<file path="src/core/reset_seq_pkg.sv">
package reset_seq_pkg;

    // clock rate in kHz
    localparam int unsigned CLK_KHZ          = 40000;
    // debounce time on the reset request input, in ms
    localparam int unsigned DEBOUNCE_MS      = 8000;
    localparam int unsigned DEBOUNCE_CYCLES  = DEBOUNCE_MS * CLK_KHZ;
    // delay from recognised request to internal reset, in ms
    localparam int unsigned RESET_DELAY_MS   = 500;
    localparam int unsigned RESET_DELAY_CYCLES = RESET_DELAY_MS * CLK_KHZ;
    // length of the internal reset pulse
    localparam int unsigned RESET_PULSE_CYCLES = 16;
    localparam int unsigned CNT_W            = 32;

    // io configuration command value that selects the reset output
    localparam logic [7:0] IO_CFG_PIN        = 8'h06;
    localparam logic [7:0] IO_CFG_RESET_OUT  = 8'h00;

    typedef enum logic [2:0] {
        ST_RUN      = 3'b000,
        ST_DEBOUNCE = 3'b001,
        ST_DELAY    = 3'b010,
        ST_RESET    = 3'b011,
        ST_OFF      = 3'b100,
        ST_POWERUP  = 3'b101
    } seq_state_e;

    typedef struct packed {
        logic [7:0] pin;
        logic [7:0] value;
    } io_cfg_s;

    typedef struct packed {
        seq_state_e       state;
        logic [CNT_W-1:0] count;
        logic             reqMeta;
        logic             reqSync;
        logic             resetOutSel;
        logic             resetPulse;
        logic             poweredOff;
        logic             powerMeta;
        logic             powerSync;
        logic             periphHold;
    } seq_s;

endpackage

</file>
<file path="src/core/reset_in_out_sequencer.sv">
`timescale 1ns/1ps
`default_nettype none

module reset_in_out_sequencer
    import reset_seq_pkg::*;
#(
    parameter int unsigned DEBOUNCE_LEN = DEBOUNCE_CYCLES,
    parameter int unsigned DELAY_LEN    = RESET_DELAY_CYCLES
) (
    // clock and reset
    input  wire logic clk,
    input  wire logic rst_b,
    // reset request pin, low active, from the host
    input  wire logic resetReq_b,
    output logic      resetReqPullUp,
    // power-on level pin, low active
    input  wire logic powerOn_b,
    // power-up sequence done, from the power controller
    input  wire logic powerUpDone,
    // io configuration command
    input  wire logic    ioCfgValid,
    input  wire io_cfg_s ioCfg,
    // internal reset, memory clear and power-off request
    output logic      sysResetPulse,
    output logic      memClear,
    output logic      powerOff,
    // shared general io six pin
    input  wire logic gpioOut,
    input  wire logic gpioOe,
    output logic      pinOut,
    output logic      pinOe,
    output logic      periphReset_b
);

    seq_s cur;
    seq_s next_cur;

    // every state that keeps the peripherals in reset
    function automatic logic holds_periph(input seq_state_e s);
        return (s == ST_RESET) || (s == ST_OFF) || (s == ST_POWERUP);
    endfunction

    assign resetReqPullUp = 1'b1;

    always_comb begin
        next_cur = cur;
        next_cur.reqMeta = resetReq_b;
        next_cur.reqSync = cur.reqMeta;
        // the power-on level is a pin too, so it is synchronised as well
        next_cur.powerMeta = powerOn_b;
        next_cur.powerSync = cur.powerMeta;
        next_cur.resetPulse = 1'b0;
        if (ioCfgValid && ioCfg.pin == IO_CFG_PIN) begin
            next_cur.resetOutSel = (ioCfg.value == IO_CFG_RESET_OUT);
        end
        case (cur.state)
            ST_RUN: begin
                next_cur.count = '0;
                if (!cur.reqSync) begin
                    next_cur.state = ST_DEBOUNCE;
                    next_cur.count = CNT_W'(1);
                end
            end
            ST_DEBOUNCE: begin
                if (cur.reqSync) begin
                    // a release before the full time starts over
                    next_cur.state = ST_RUN;
                    next_cur.count = '0;
                end else if (cur.count >= CNT_W'(DEBOUNCE_LEN)) begin
                    next_cur.state = ST_DELAY;
                    next_cur.count = CNT_W'(1);
                end else begin
                    next_cur.count = cur.count + CNT_W'(1);
                end
            end
            ST_DELAY: begin
                // once recognised the request is committed
                if (cur.count >= CNT_W'(DELAY_LEN)) begin
                    next_cur.state = ST_RESET;
                    next_cur.count = CNT_W'(1);
                    next_cur.resetPulse = 1'b1;
                end else begin
                    next_cur.count = cur.count + CNT_W'(1);
                end
            end
            ST_RESET: begin
                next_cur.resetPulse = 1'b1;
                if (cur.count >= CNT_W'(RESET_PULSE_CYCLES)) begin
                    next_cur.count = '0;
                    next_cur.resetPulse = 1'b0;
                    if (cur.powerSync) begin
                        next_cur.state = ST_OFF;
                        next_cur.poweredOff = 1'b1;
                    end else begin
                        next_cur.state = ST_POWERUP;
                    end
                end else begin
                    next_cur.count = cur.count + CNT_W'(1);
                end
            end
            ST_OFF: begin
                // leaves only when the power-on input is asserted
                if (!cur.powerSync) begin
                    next_cur.state = ST_POWERUP;
                    next_cur.poweredOff = 1'b0;
                end
            end
            ST_POWERUP: begin
                if (powerUpDone) begin
                    next_cur.state = ST_RUN;
                end
            end
            default: begin
                next_cur.state = ST_RUN;
                next_cur.count = '0;
            end
        endcase
        // registered so a state change cannot glitch the peripherals' reset
        next_cur.periphHold = holds_periph(next_cur.state);
    end

    always_ff @(posedge clk or negedge rst_b) begin
        if (!rst_b) begin
            cur.state       <= ST_POWERUP;
            cur.count       <= '0;
            cur.reqMeta     <= 1'b1;
            cur.reqSync     <= 1'b1;
            cur.resetOutSel <= 1'b0;
            cur.resetPulse  <= 1'b0;
            cur.poweredOff  <= 1'b0;
            cur.powerMeta   <= 1'b1;
            cur.powerSync   <= 1'b1;
            cur.periphHold  <= 1'b1;
        end else begin
            cur <= next_cur;
        end
    end

    assign sysResetPulse = cur.resetPulse;
    assign memClear      = cur.resetPulse;
    assign powerOff      = cur.poweredOff;
    assign periphReset_b = !cur.periphHold;
    // pin follows the general io until configured as reset output
    assign pinOut = cur.resetOutSel ? periphReset_b : gpioOut;
    assign pinOe  = cur.resetOutSel ? 1'b1 : gpioOe;

    a_debounce_restart: assert property (
        @(posedge clk) disable iff (!rst_b)
        (cur.state == ST_DEBOUNCE && cur.reqSync) |=> cur.state == ST_RUN)
        else $error("debounce did not restart on release");
    a_sync_depth: assert property (
        @(posedge clk) disable iff (!rst_b)
        cur.reqSync == $past(resetReq_b, 2))
        else $error("request input not seen through two flops");
    a_debounce_full: assert property (
        @(posedge clk) disable iff (!rst_b)
        (cur.state == ST_DEBOUNCE && $past(cur.state) != ST_DEBOUNCE)
        |-> cur.count == CNT_W'(1))
        else $error("debounce count not started at one");
    a_debounce_count: assert property (
        @(posedge clk) disable iff (!rst_b)
        (cur.state == ST_DEBOUNCE && !cur.reqSync
         && cur.count < CNT_W'(DEBOUNCE_LEN))
        |=> cur.state == ST_DEBOUNCE)
        else $error("request recognised before the debounce time");
    a_delay_entry: assert property (
        @(posedge clk) disable iff (!rst_b)
        (cur.state == ST_DELAY && $past(cur.state) == ST_DEBOUNCE)
        |-> $past(cur.count) >= CNT_W'(DEBOUNCE_LEN))
        else $error("request recognised early");
    a_delay_committed: assert property (
        @(posedge clk) disable iff (!rst_b)
        (cur.state == ST_DELAY && cur.count < CNT_W'(DELAY_LEN))
        |=> cur.state == ST_DELAY)
        else $error("delay left before its length");
    a_delay_length: assert property (
        @(posedge clk) disable iff (!rst_b)
        (cur.state == ST_RESET && $past(cur.state) == ST_DELAY)
        |-> $past(cur.count) >= CNT_W'(DELAY_LEN))
        else $error("internal reset before delay");
    a_pulse_only_reset: assert property (
        @(posedge clk) disable iff (!rst_b)
        cur.state != ST_RESET |-> !sysResetPulse)
        else $error("internal reset outside the reset phase");
    a_reset_pulse: assert property (
        @(posedge clk) disable iff (!rst_b)
        $rose(cur.state == ST_RESET) |-> sysResetPulse && memClear)
        else $error("reset entry without pulse");
    a_pulse_held: assert property (
        @(posedge clk) disable iff (!rst_b)
        (cur.state == ST_RESET && cur.count < CNT_W'(RESET_PULSE_CYCLES))
        |=> cur.state == ST_RESET && sysResetPulse && memClear)
        else $error("reset pulse cut short");
    a_power_choice: assert property (
        @(posedge clk) disable iff (!rst_b)
        (cur.state == ST_RESET && cur.count >= CNT_W'(RESET_PULSE_CYCLES))
        |=> (cur.state == ST_OFF) == $past(cur.powerSync))
        else $error("wrong restart or power-off choice");
    a_off_held: assert property (
        @(posedge clk) disable iff (!rst_b)
        (cur.state == ST_OFF && cur.powerSync) |=> powerOff)
        else $error("power-off not held");
    a_reset_held: assert property (
        @(posedge clk) disable iff (!rst_b)
        (cur.state == ST_RESET || cur.state == ST_OFF) |-> !periphReset_b)
        else $error("peripheral reset released while in reset");
    a_periph_held: assert property (
        @(posedge clk) disable iff (!rst_b)
        (cur.state == ST_POWERUP && !powerUpDone) |=> !periphReset_b)
        else $error("peripheral reset released early");
    a_periph_release: assert property (
        @(posedge clk) disable iff (!rst_b)
        (cur.state == ST_POWERUP && powerUpDone) |=> periphReset_b)
        else $error("peripheral reset not released");
    a_pin_select: assert property (
        @(posedge clk) disable iff (!rst_b)
        (ioCfgValid && ioCfg.pin == IO_CFG_PIN
         && ioCfg.value == IO_CFG_RESET_OUT)
        |=> pinOe && pinOut == periphReset_b)
        else $error("pin not switched to reset output");
    a_pin_release: assert property (
        @(posedge clk) disable iff (!rst_b)
        (ioCfgValid && ioCfg.pin == IO_CFG_PIN
         && ioCfg.value != IO_CFG_RESET_OUT)
        |=> pinOe == gpioOe && pinOut == gpioOut)
        else $error("pin not returned to general io");

endmodule // reset_in_out_sequencer

`default_nettype wire

</file>
<file path="config.mk">
export PLATFORM = sky130hd
export DESIGN_NAME = reset_in_out_sequencer
export DESIGN_NICKNAME = d
export VERILOG_FILES = /design/src/core/reset_seq_pkg.sv /design/src/core/reset_in_out_sequencer.sv
export SDC_FILE = /design/constraint.sdc
export NUM_CORES = 1
export LEC_CHECK = 0
export BUFFER_PORTS_ARGS = -buffer_cell sky130_fd_sc_hd__buf_4
export CORE_ASPECT_RATIO = 2
export CORE_UTILIZATION = 25
export CTS_CLUSTER_DIAMETER = 150
export DETAILED_ROUTE_END_ITERATION = 7
export PLACE_DENSITY_LB_ADDON = 0.25
export SLEW_MARGIN = 20
export SYNTH_ARGS = -nofsm -noshare
export SYNTH_HDL_FRONTEND = slang
export SYNTH_SLANG_ARGS = --single-unit
</file>
<file path="constraint.sdc">
create_clock -name clk -period 3.7 [get_ports clk]
set_input_delay 0.37 -clock clk [delete_from_list [all_inputs] [get_ports clk]]
set_output_delay 0.37 -clock clk [all_outputs]
set_load 0.1 [all_outputs]
</file>
==> results of run 1 <==
==> synth_stat cells (all sizes together) <==
master   number
dfstp         7
and3          4
dfrtp        36
nand2        68
o21bai        1
a21oi         2
nor2b         8
buf          16
or2           1
o21ba         1
nand3b        1
o21a         11
nor2         18
a211o         1
a22oi         1
or4           1
nand2b        5
xor2          1
and2         11
mux2          1
a2111oi       1
inv           7
nor3b         2
nor4b         2
nor3         20
nor4         10
o32a          1
nand4         5
o31ai         4
clkbuf        7
o211ai        3
o2111ai       1
ha            2
conb          1
o311ai        1
a211oi        2
o221ai        2
or3           3
nand3        19
xnor2         1
o21ai        13
or3b          1
o22ai        22
==> worst max-delay path, stage by stage (launching register included) <==
cell       delay [ns]
dfrtp_1          0.49
a211oi_1         0.41
a2111oi_4        0.15
nor4_2           0.35
o21ba_1          0.62
buf_4            0.39
o22ai_2          0.11
nand2_1          0.08
==> layout make-up <==
| class | instances | share of cell area |
|---|---|---|
| multi-input combinational | 252 | 0.4753 |
| tap | 140 | 0.05370 |
| inverter | 7 | 0.008055 |
| clock inverter | 2 | 0.01189 |
| sequential | 43 | 0.3326 |
| clock buffer | 6 | 0.04258 |
| timing repair buffer | 33 | 0.07595 |
==> metal layers <==
layer  share of wire  vias up  track usage
met5               0        -            0
met4           0.032        0      0.07500
met3           0.020       12      0.01377
met2            0.58       39       0.2763
met1            0.37     1181       0.1370
li1                -     1189            -
==> worst max path at each step <==
stage,from,to,slack [ns],cells past startpoint
2_1_floorplan,cur[31],cur[25],1.66,8
3_3_place_gp,cur[20],cur[14],1.08,7
3_5_place_dp,cur[20],cur[12],1.01,7
4_1_cts,cur[20],cur[12],0.99,7
5_1_grt,cur[20],cur[21],0.88,7
6_report,cur[20],cur[19],1.03,7
==> power groups by stage <==
| stage | sequential (W) | combinational [W] | clock [W] |
|---|---|---|---|
| floorplan | 0.000515 | 0.000133 | 0 |
| global route | 0.000532 | 0.000193 | 0.000564 |
| finish | 0.000528 | 0.000173 | 0.000536 |
| detailed placement | 0.000536 | 0.000176 | 0 |
| CTS | 0.000527 | 0.000176 | 0.000549 |
| global placement | 0.000536 | 0.000172 | 0 |
==> flip-flops by register name, summed over array words and instances (netlist names) <==
signal / cells
cur: 41
memClear: 1
powerOff: 1
==> metrics by stage <==
stage / power [W] / area [um^2] / hold slack [ns]
2_1_floorplan: 0.0006475 / 2804 / 0.07441
3_3_place_gp: 0.0007079 / 3084 / 0.3466
3_5_place_dp: 0.0007115 / 3084 / 0.3475
4_1_cts: 0.001252 / 3262 / 0.09605
5_1_grt: 0.001288 / 3262 / 0.1124
6_report: 0.001237 / 3262 / 0.06313
==> cell families (layout without fill, tap and decap cells) <==
group | after synthesis | count (layout) | synth area share
XOR/XNOR | 2 | 2 | 0.006248
multiplexers | 1 | 1 | 0.004016
flip-flops | 43 | 43 | 0.3869
other | 1 | 1 | 0.001337
AO/OA/AOI/OAI | 67 | 67 | 0.2120
adder cells (fa/ha/maj) | 2 | 2 | 0.008923
AND/OR/NAND/NOR | 179 | 179 | 0.3177
buffers and inverters | 30 | 48 | 0.06292
==> flow_metrics.py, run 1 <==
metrics = {
    "status": {
        "outcome": "complete, no violations",
    },
    "cells_and_area": {
        "syn2layout_area_growth_pct": 16.33,
        "seq_area_um2": 1085,
        "fillers": 1150,
        "final_util": 0.2999,
        "instances_no_fill": 483,
        "diodes": 0,
        "final_cell_mix": "68 x nand2_1, 36 x dfrtp_1, 33 x buf_4, 20 x nor3_1, 20 x o22ai_2",
        "nNetsFinal": 368,
        "multi_input_area_um2": 1550,
        "drive_above_1_share": 0.2274,
        "final_common_cell": "nand2_1",
    },
    "clock_network": {
        "clockBufferDepth": 2,
        "post-cts-setup-buffers": 0,
        "cts_resized": 0,
        "cts-root-buf": "clkbuf_16",
        "clkTransAtPathRegs_ns": 0.07,
        "clock-sinks": 43,
        "cts_tree": "yes",
        "cts_hold_buf": 0,
        "h-tree-depth": 2,
        "insertion_delay_ns": 0.29,
        "cts_buffers": 5,
    },
    "logic_synthesis": {
        "yosysSeqAreaShare": 0.3869,
        "ys_ff_latch": 43,
        "syn_area_per_cell_um2": 8.628,
        "netlist_top_cells_area": "dfrtp_1 32%, nand2_1 9.1%, o22ai_2 8.9%",
        "synth_top_area_share": 0.3213,
        "ys_warn_count": 0,
        "syn_nets": 351,
        "synth_cell_types": 50,
        "syn_inst": 325,
        "mappedNetlistArea_um2": 2804,
        "synth_largest_area_cell": "dfrtp_1",
    },
    "detailed_routing": {
        "firstDrtPassIters": 4,
        "drt_iter0_drc": 227,
        "vias": 2421,
        "ant_nets": 0,
        "viasPerCell": 5.012,
        "finalWirelength_um": 7634,
        "post-route-drc-count": 0,
        "wire_per_inst_um": 15.81,
    },
    "pwr": {
        "switching_share": 0.2735,
        "combPwrFrac": 0.140,
        "power.density_nw_per_um2": 379.3,
        "power.internal_w": 0.0008989,
        "p_leak_nw": 1.635,
        "p_sw_w": 0.0003384,
        "p_seq_frac": 0.427,
        "ir_drop_uv": 270.8,
        "power_frac_clock": 0.433,
    },
    "floorplan": {
        "io_pins": 31,
        "start_util": 0.2578,
        "die_w_um": 76.89,
        "rows": 54,
        "die_y_um": 151.8,
        "coreArea_um2": 10880,
        "fp.dieArea_um2": 11670,
    },
    "place": {
        "hpwl_um": 5522,
        "port_buffers": 29,
        "place_ws_ns": 1.010,
        "globalplace.congestion": 0.8450,
        "placedCellCount": 475,
    },
    "critical_path": {
        "reg2reg_depth": 7,
        "path_class": "reg -> reg",
        "cp.arrival_ns": 2.90,
        "worst_setup_path_end_kind": "flip-flop",
        "r2r-end": "cur[19]",
        "reg2reg_from": "cur[20]",
        "crit_path_max_fanout": 15,
        "cp.required_ns": 3.93,
        "r2r_setup_slack_ns": 1.03,
        "cp-start-kind": "flip-flop",
    },
    "global_routing": {
        "grt_pass1_wl_um": 12320,
        "track_usage": 0.1385,
        "gr-total-overflow": 0,
        "grt_max_degree": 44,
        "grt_pass1_vias": 2361,
        "antenna_found_initial": 0,
    },
    "sta": {
        "setup_ws_ns": 1.031,
        "relSlewSlack": 0.4874,
        "tns_ns": 0,
        "period_needed_ns": 2.669,
        "worst_pin_slew_ns": 0.7625,
        "rsz0062_at_grt": "no",
        "fmax_mhz": 374.6,
        "hold_viol_final": 0,
        "slew_viol_final": 0,
        "finalSetupViolCount": 0,
        "period_share": 0.7214,
        "skew_ns": 0.005583,
    },
    "min_path": {
        "holdCritPathClass": "in -> async",
    },
    "flow_run": {
        "max_cap_violations": 0,
    },
}
Power figures use the tool's default switching activity.
==> run 2: changes to the inputs <==
Clock period 3.7 ns to 2.2 ns, I/O delays scaled along.
==> flow_metrics.py, run 2 (same netlist as run 1, synthesis figures left out) <==
metrics = {
    "status": {
        "outcome": "complete, no violations",
    },
    "sta": {
        "skew_ns": 0.006639,
        "finalSetupViolCount": 0,
        "fmax_mhz": 468.9,
        "period_share": 0.9693,
        "relSlewSlack": 0.6138,
        "tns_ns": 0,
        "period_needed_ns": 2.133,
        "rsz0062_at_grt": "yes",
        "hold_viol_final": 0,
        "slew_viol_final": 0,
        "worst_pin_slew_ns": 0.5792,
    },
    "min_path": {
        "holdCritPathClass": "in -> reg",
    },
    "clock_network": {
        "insertion_delay_ns": 0.29,
        "clkTransAtPathRegs_ns": 0.07,
        "clockBufferDepth": 2,
        "cts_buffers": 5,
        "cts-root-buf": "clkbuf_16",
        "cts_tree": "yes",
        "h-tree-depth": 2,
        "clock-sinks": 43,
    },
    "global_routing": {
        "track_usage": 0.1451,
        "grt_pass1_vias": 2571,
        "gr-total-overflow": 0,
        "antenna_found_initial": 0,
        "grt_max_degree": 44,
        "grt_pass1_wl_um": 12880,
    },
    "cells_and_area": {
        "largest_reg_flops": 41,
        "fin_area_um2": 3649,
        "syn2layout_area_growth_pct": 30.12,
        "instances_no_fill": 524,
        "final_util": 0.3354,
        "multi_input_area_um2": 1590,
        "drive_above_1_share": 0.3281,
        "final_cell_mix": "68 x nand2_1, 66 x buf_4, 33 x dfrtp_1, 20 x o22ai_2, 19 x nand3_1",
        "nNetsFinal": 409,
        "diodes": 0,
        "seq_area_um2": 1089,
        "fillers": 1129,
        "top_register": "cur",
        "final_common_cell": "nand2_1",
    },
    "place": {
        "port_buffers": 29,
        "globalplace.congestion": 0.8309,
        "place_area_um2": 3385,
        "placedCellCount": 510,
        "hpwl_um": 6093,
    },
    "detailed_routing": {
        "vias": 2576,
        "ant_nets": 0,
        "viasPerCell": 4.916,
        "finalWirelength_um": 8001,
        "drt_iter0_drc": 128,
        "firstDrtPassIters": 4,
        "wire_per_inst_um": 15.27,
        "post-route-drc-count": 0,
    },
    "critical_path": {
        "cp-start-kind": "flip-flop",
        "cp.required_ns": 2.38,
        "worst_setup_path_end_kind": "flip-flop",
        "crit_top_cell": "buf_12",
        "cp_slowest_cell": "dfrtp_1",
        "crit_path_max_fanout": 11,
        "path_class": "reg -> reg",
        "cp_cell_sequence": "or3_4 > a2111oi_4 > nor4_2 > o21ba_2 > buf_12 > buf_12 > o22ai_2 > nand2_1",
        "cp.arrival_ns": 2.31,
        "crit_path_max_incr_delay_ns": 0.42,
    },
    "floorplan": {
        "start_util": 0.2578,
        "io_pins": 31,
        "die_y_um": 151.8,
        "fp.dieArea_um2": 11670,
        "coreArea_um2": 10880,
        "die_w_um": 76.89,
        "rows": 54,
    },
    "pwr": {
        "finalPower_w": 0.002059,
        "ir_drop_uv": 285.4,
        "p_leak_nw": 1.832,
        "power.density_nw_per_um2": 564.4,
    },
    "flow_run": {
        "max_cap_violations": 0,
    },
}
[run 2: cell count changes in the layout (fill, tap and decap cells not counted), moves of 2 or more]
cell,delta
dfrtp_1,-3
buf_12,+4
buf_4,+33
nor3_2,+2
dfrtp_2,+3
clkinvlp_4,+2
buf_6,+3
nor3_1,-2
[run 2: worst max-delay path: cells and delay by family (launching register included)]
kind | cells | cell delay (ns)
compound gates | 3 | 0.72
simple gates | 3 | 0.57
flops | 1 | 0.42
buf+inv | 2 | 0.29
[run 2: area by class of cell]
class / instances / share of cell area
multi-input cells: 252 / 0.4359
flip-flops and latches: 43 / 0.2984
repair buffers: 74 / 0.1698
well taps: 140 / 0.04801
clock buffers: 5 / 0.03429
inverters: 7 / 0.007202
clock inverters: 3 / 0.006516
[run 2: metal layers]
metal / vias up / global-route usage / wire (um)
met4: 0 / 0.09038 / 380
met1: 1247 / 0.1346 / 2761
met5: - / 0 / 0
met2: 41 / 0.2942 / 4703
met3: 18 / 0.01497 / 155
li1: 1270 / - / -
[run 2: where the power goes]
group	total, W	switching [W]	internal, W
Clock	0.000769	0.000344	0.000425
Sequential	0.000864	0.0000320	0.000832
Combinational	0.000426	0.000234	0.000192
Total	0.00206	0.000610	0.00145
[run 2: final timing paths]
| kind | from | to | slack [ns] | cells after the start |
|---|---|---|---|---|
| hold / removal | resetReq_b | cur[7] | 0.03 | 1 |
| hold reg to reg | cur[7] | cur[6] | 0.36 | 0 |
| setup reg to reg | cur[26] | cur[22] | 0.07 | 8 |
| min in group asynchronous | rst_b | cur[17] | 0.45 | 2 |
| setup / recovery | cur[26] | cur[22] | 0.07 | 8 |
| max in group asynchronous | rst_b | memClear | 1.33 | 2 |
[run 2: repair_timing]
item / 4_1_cts / 5_1_grt
setup buffers: 0 / 5
pin swaps: 0 / 6
hold buffers: 1 / 0
setup endpoints to repair: 18 / 22
endpoints found under the hold margin: 36 / 0
gates resized for setup: 6 / 9
[run 2: metrics by stage]
step,hold slack (ns),setup WS [ns]
after floorplan,-0.07559,0.1569
after global placement,0.2620,-0.1615
after detailed placement,0.2597,-0.1571
after CTS,0.02141,0.009077
after global routing,0.01878,-0.03051
final,0.02865,0.06746
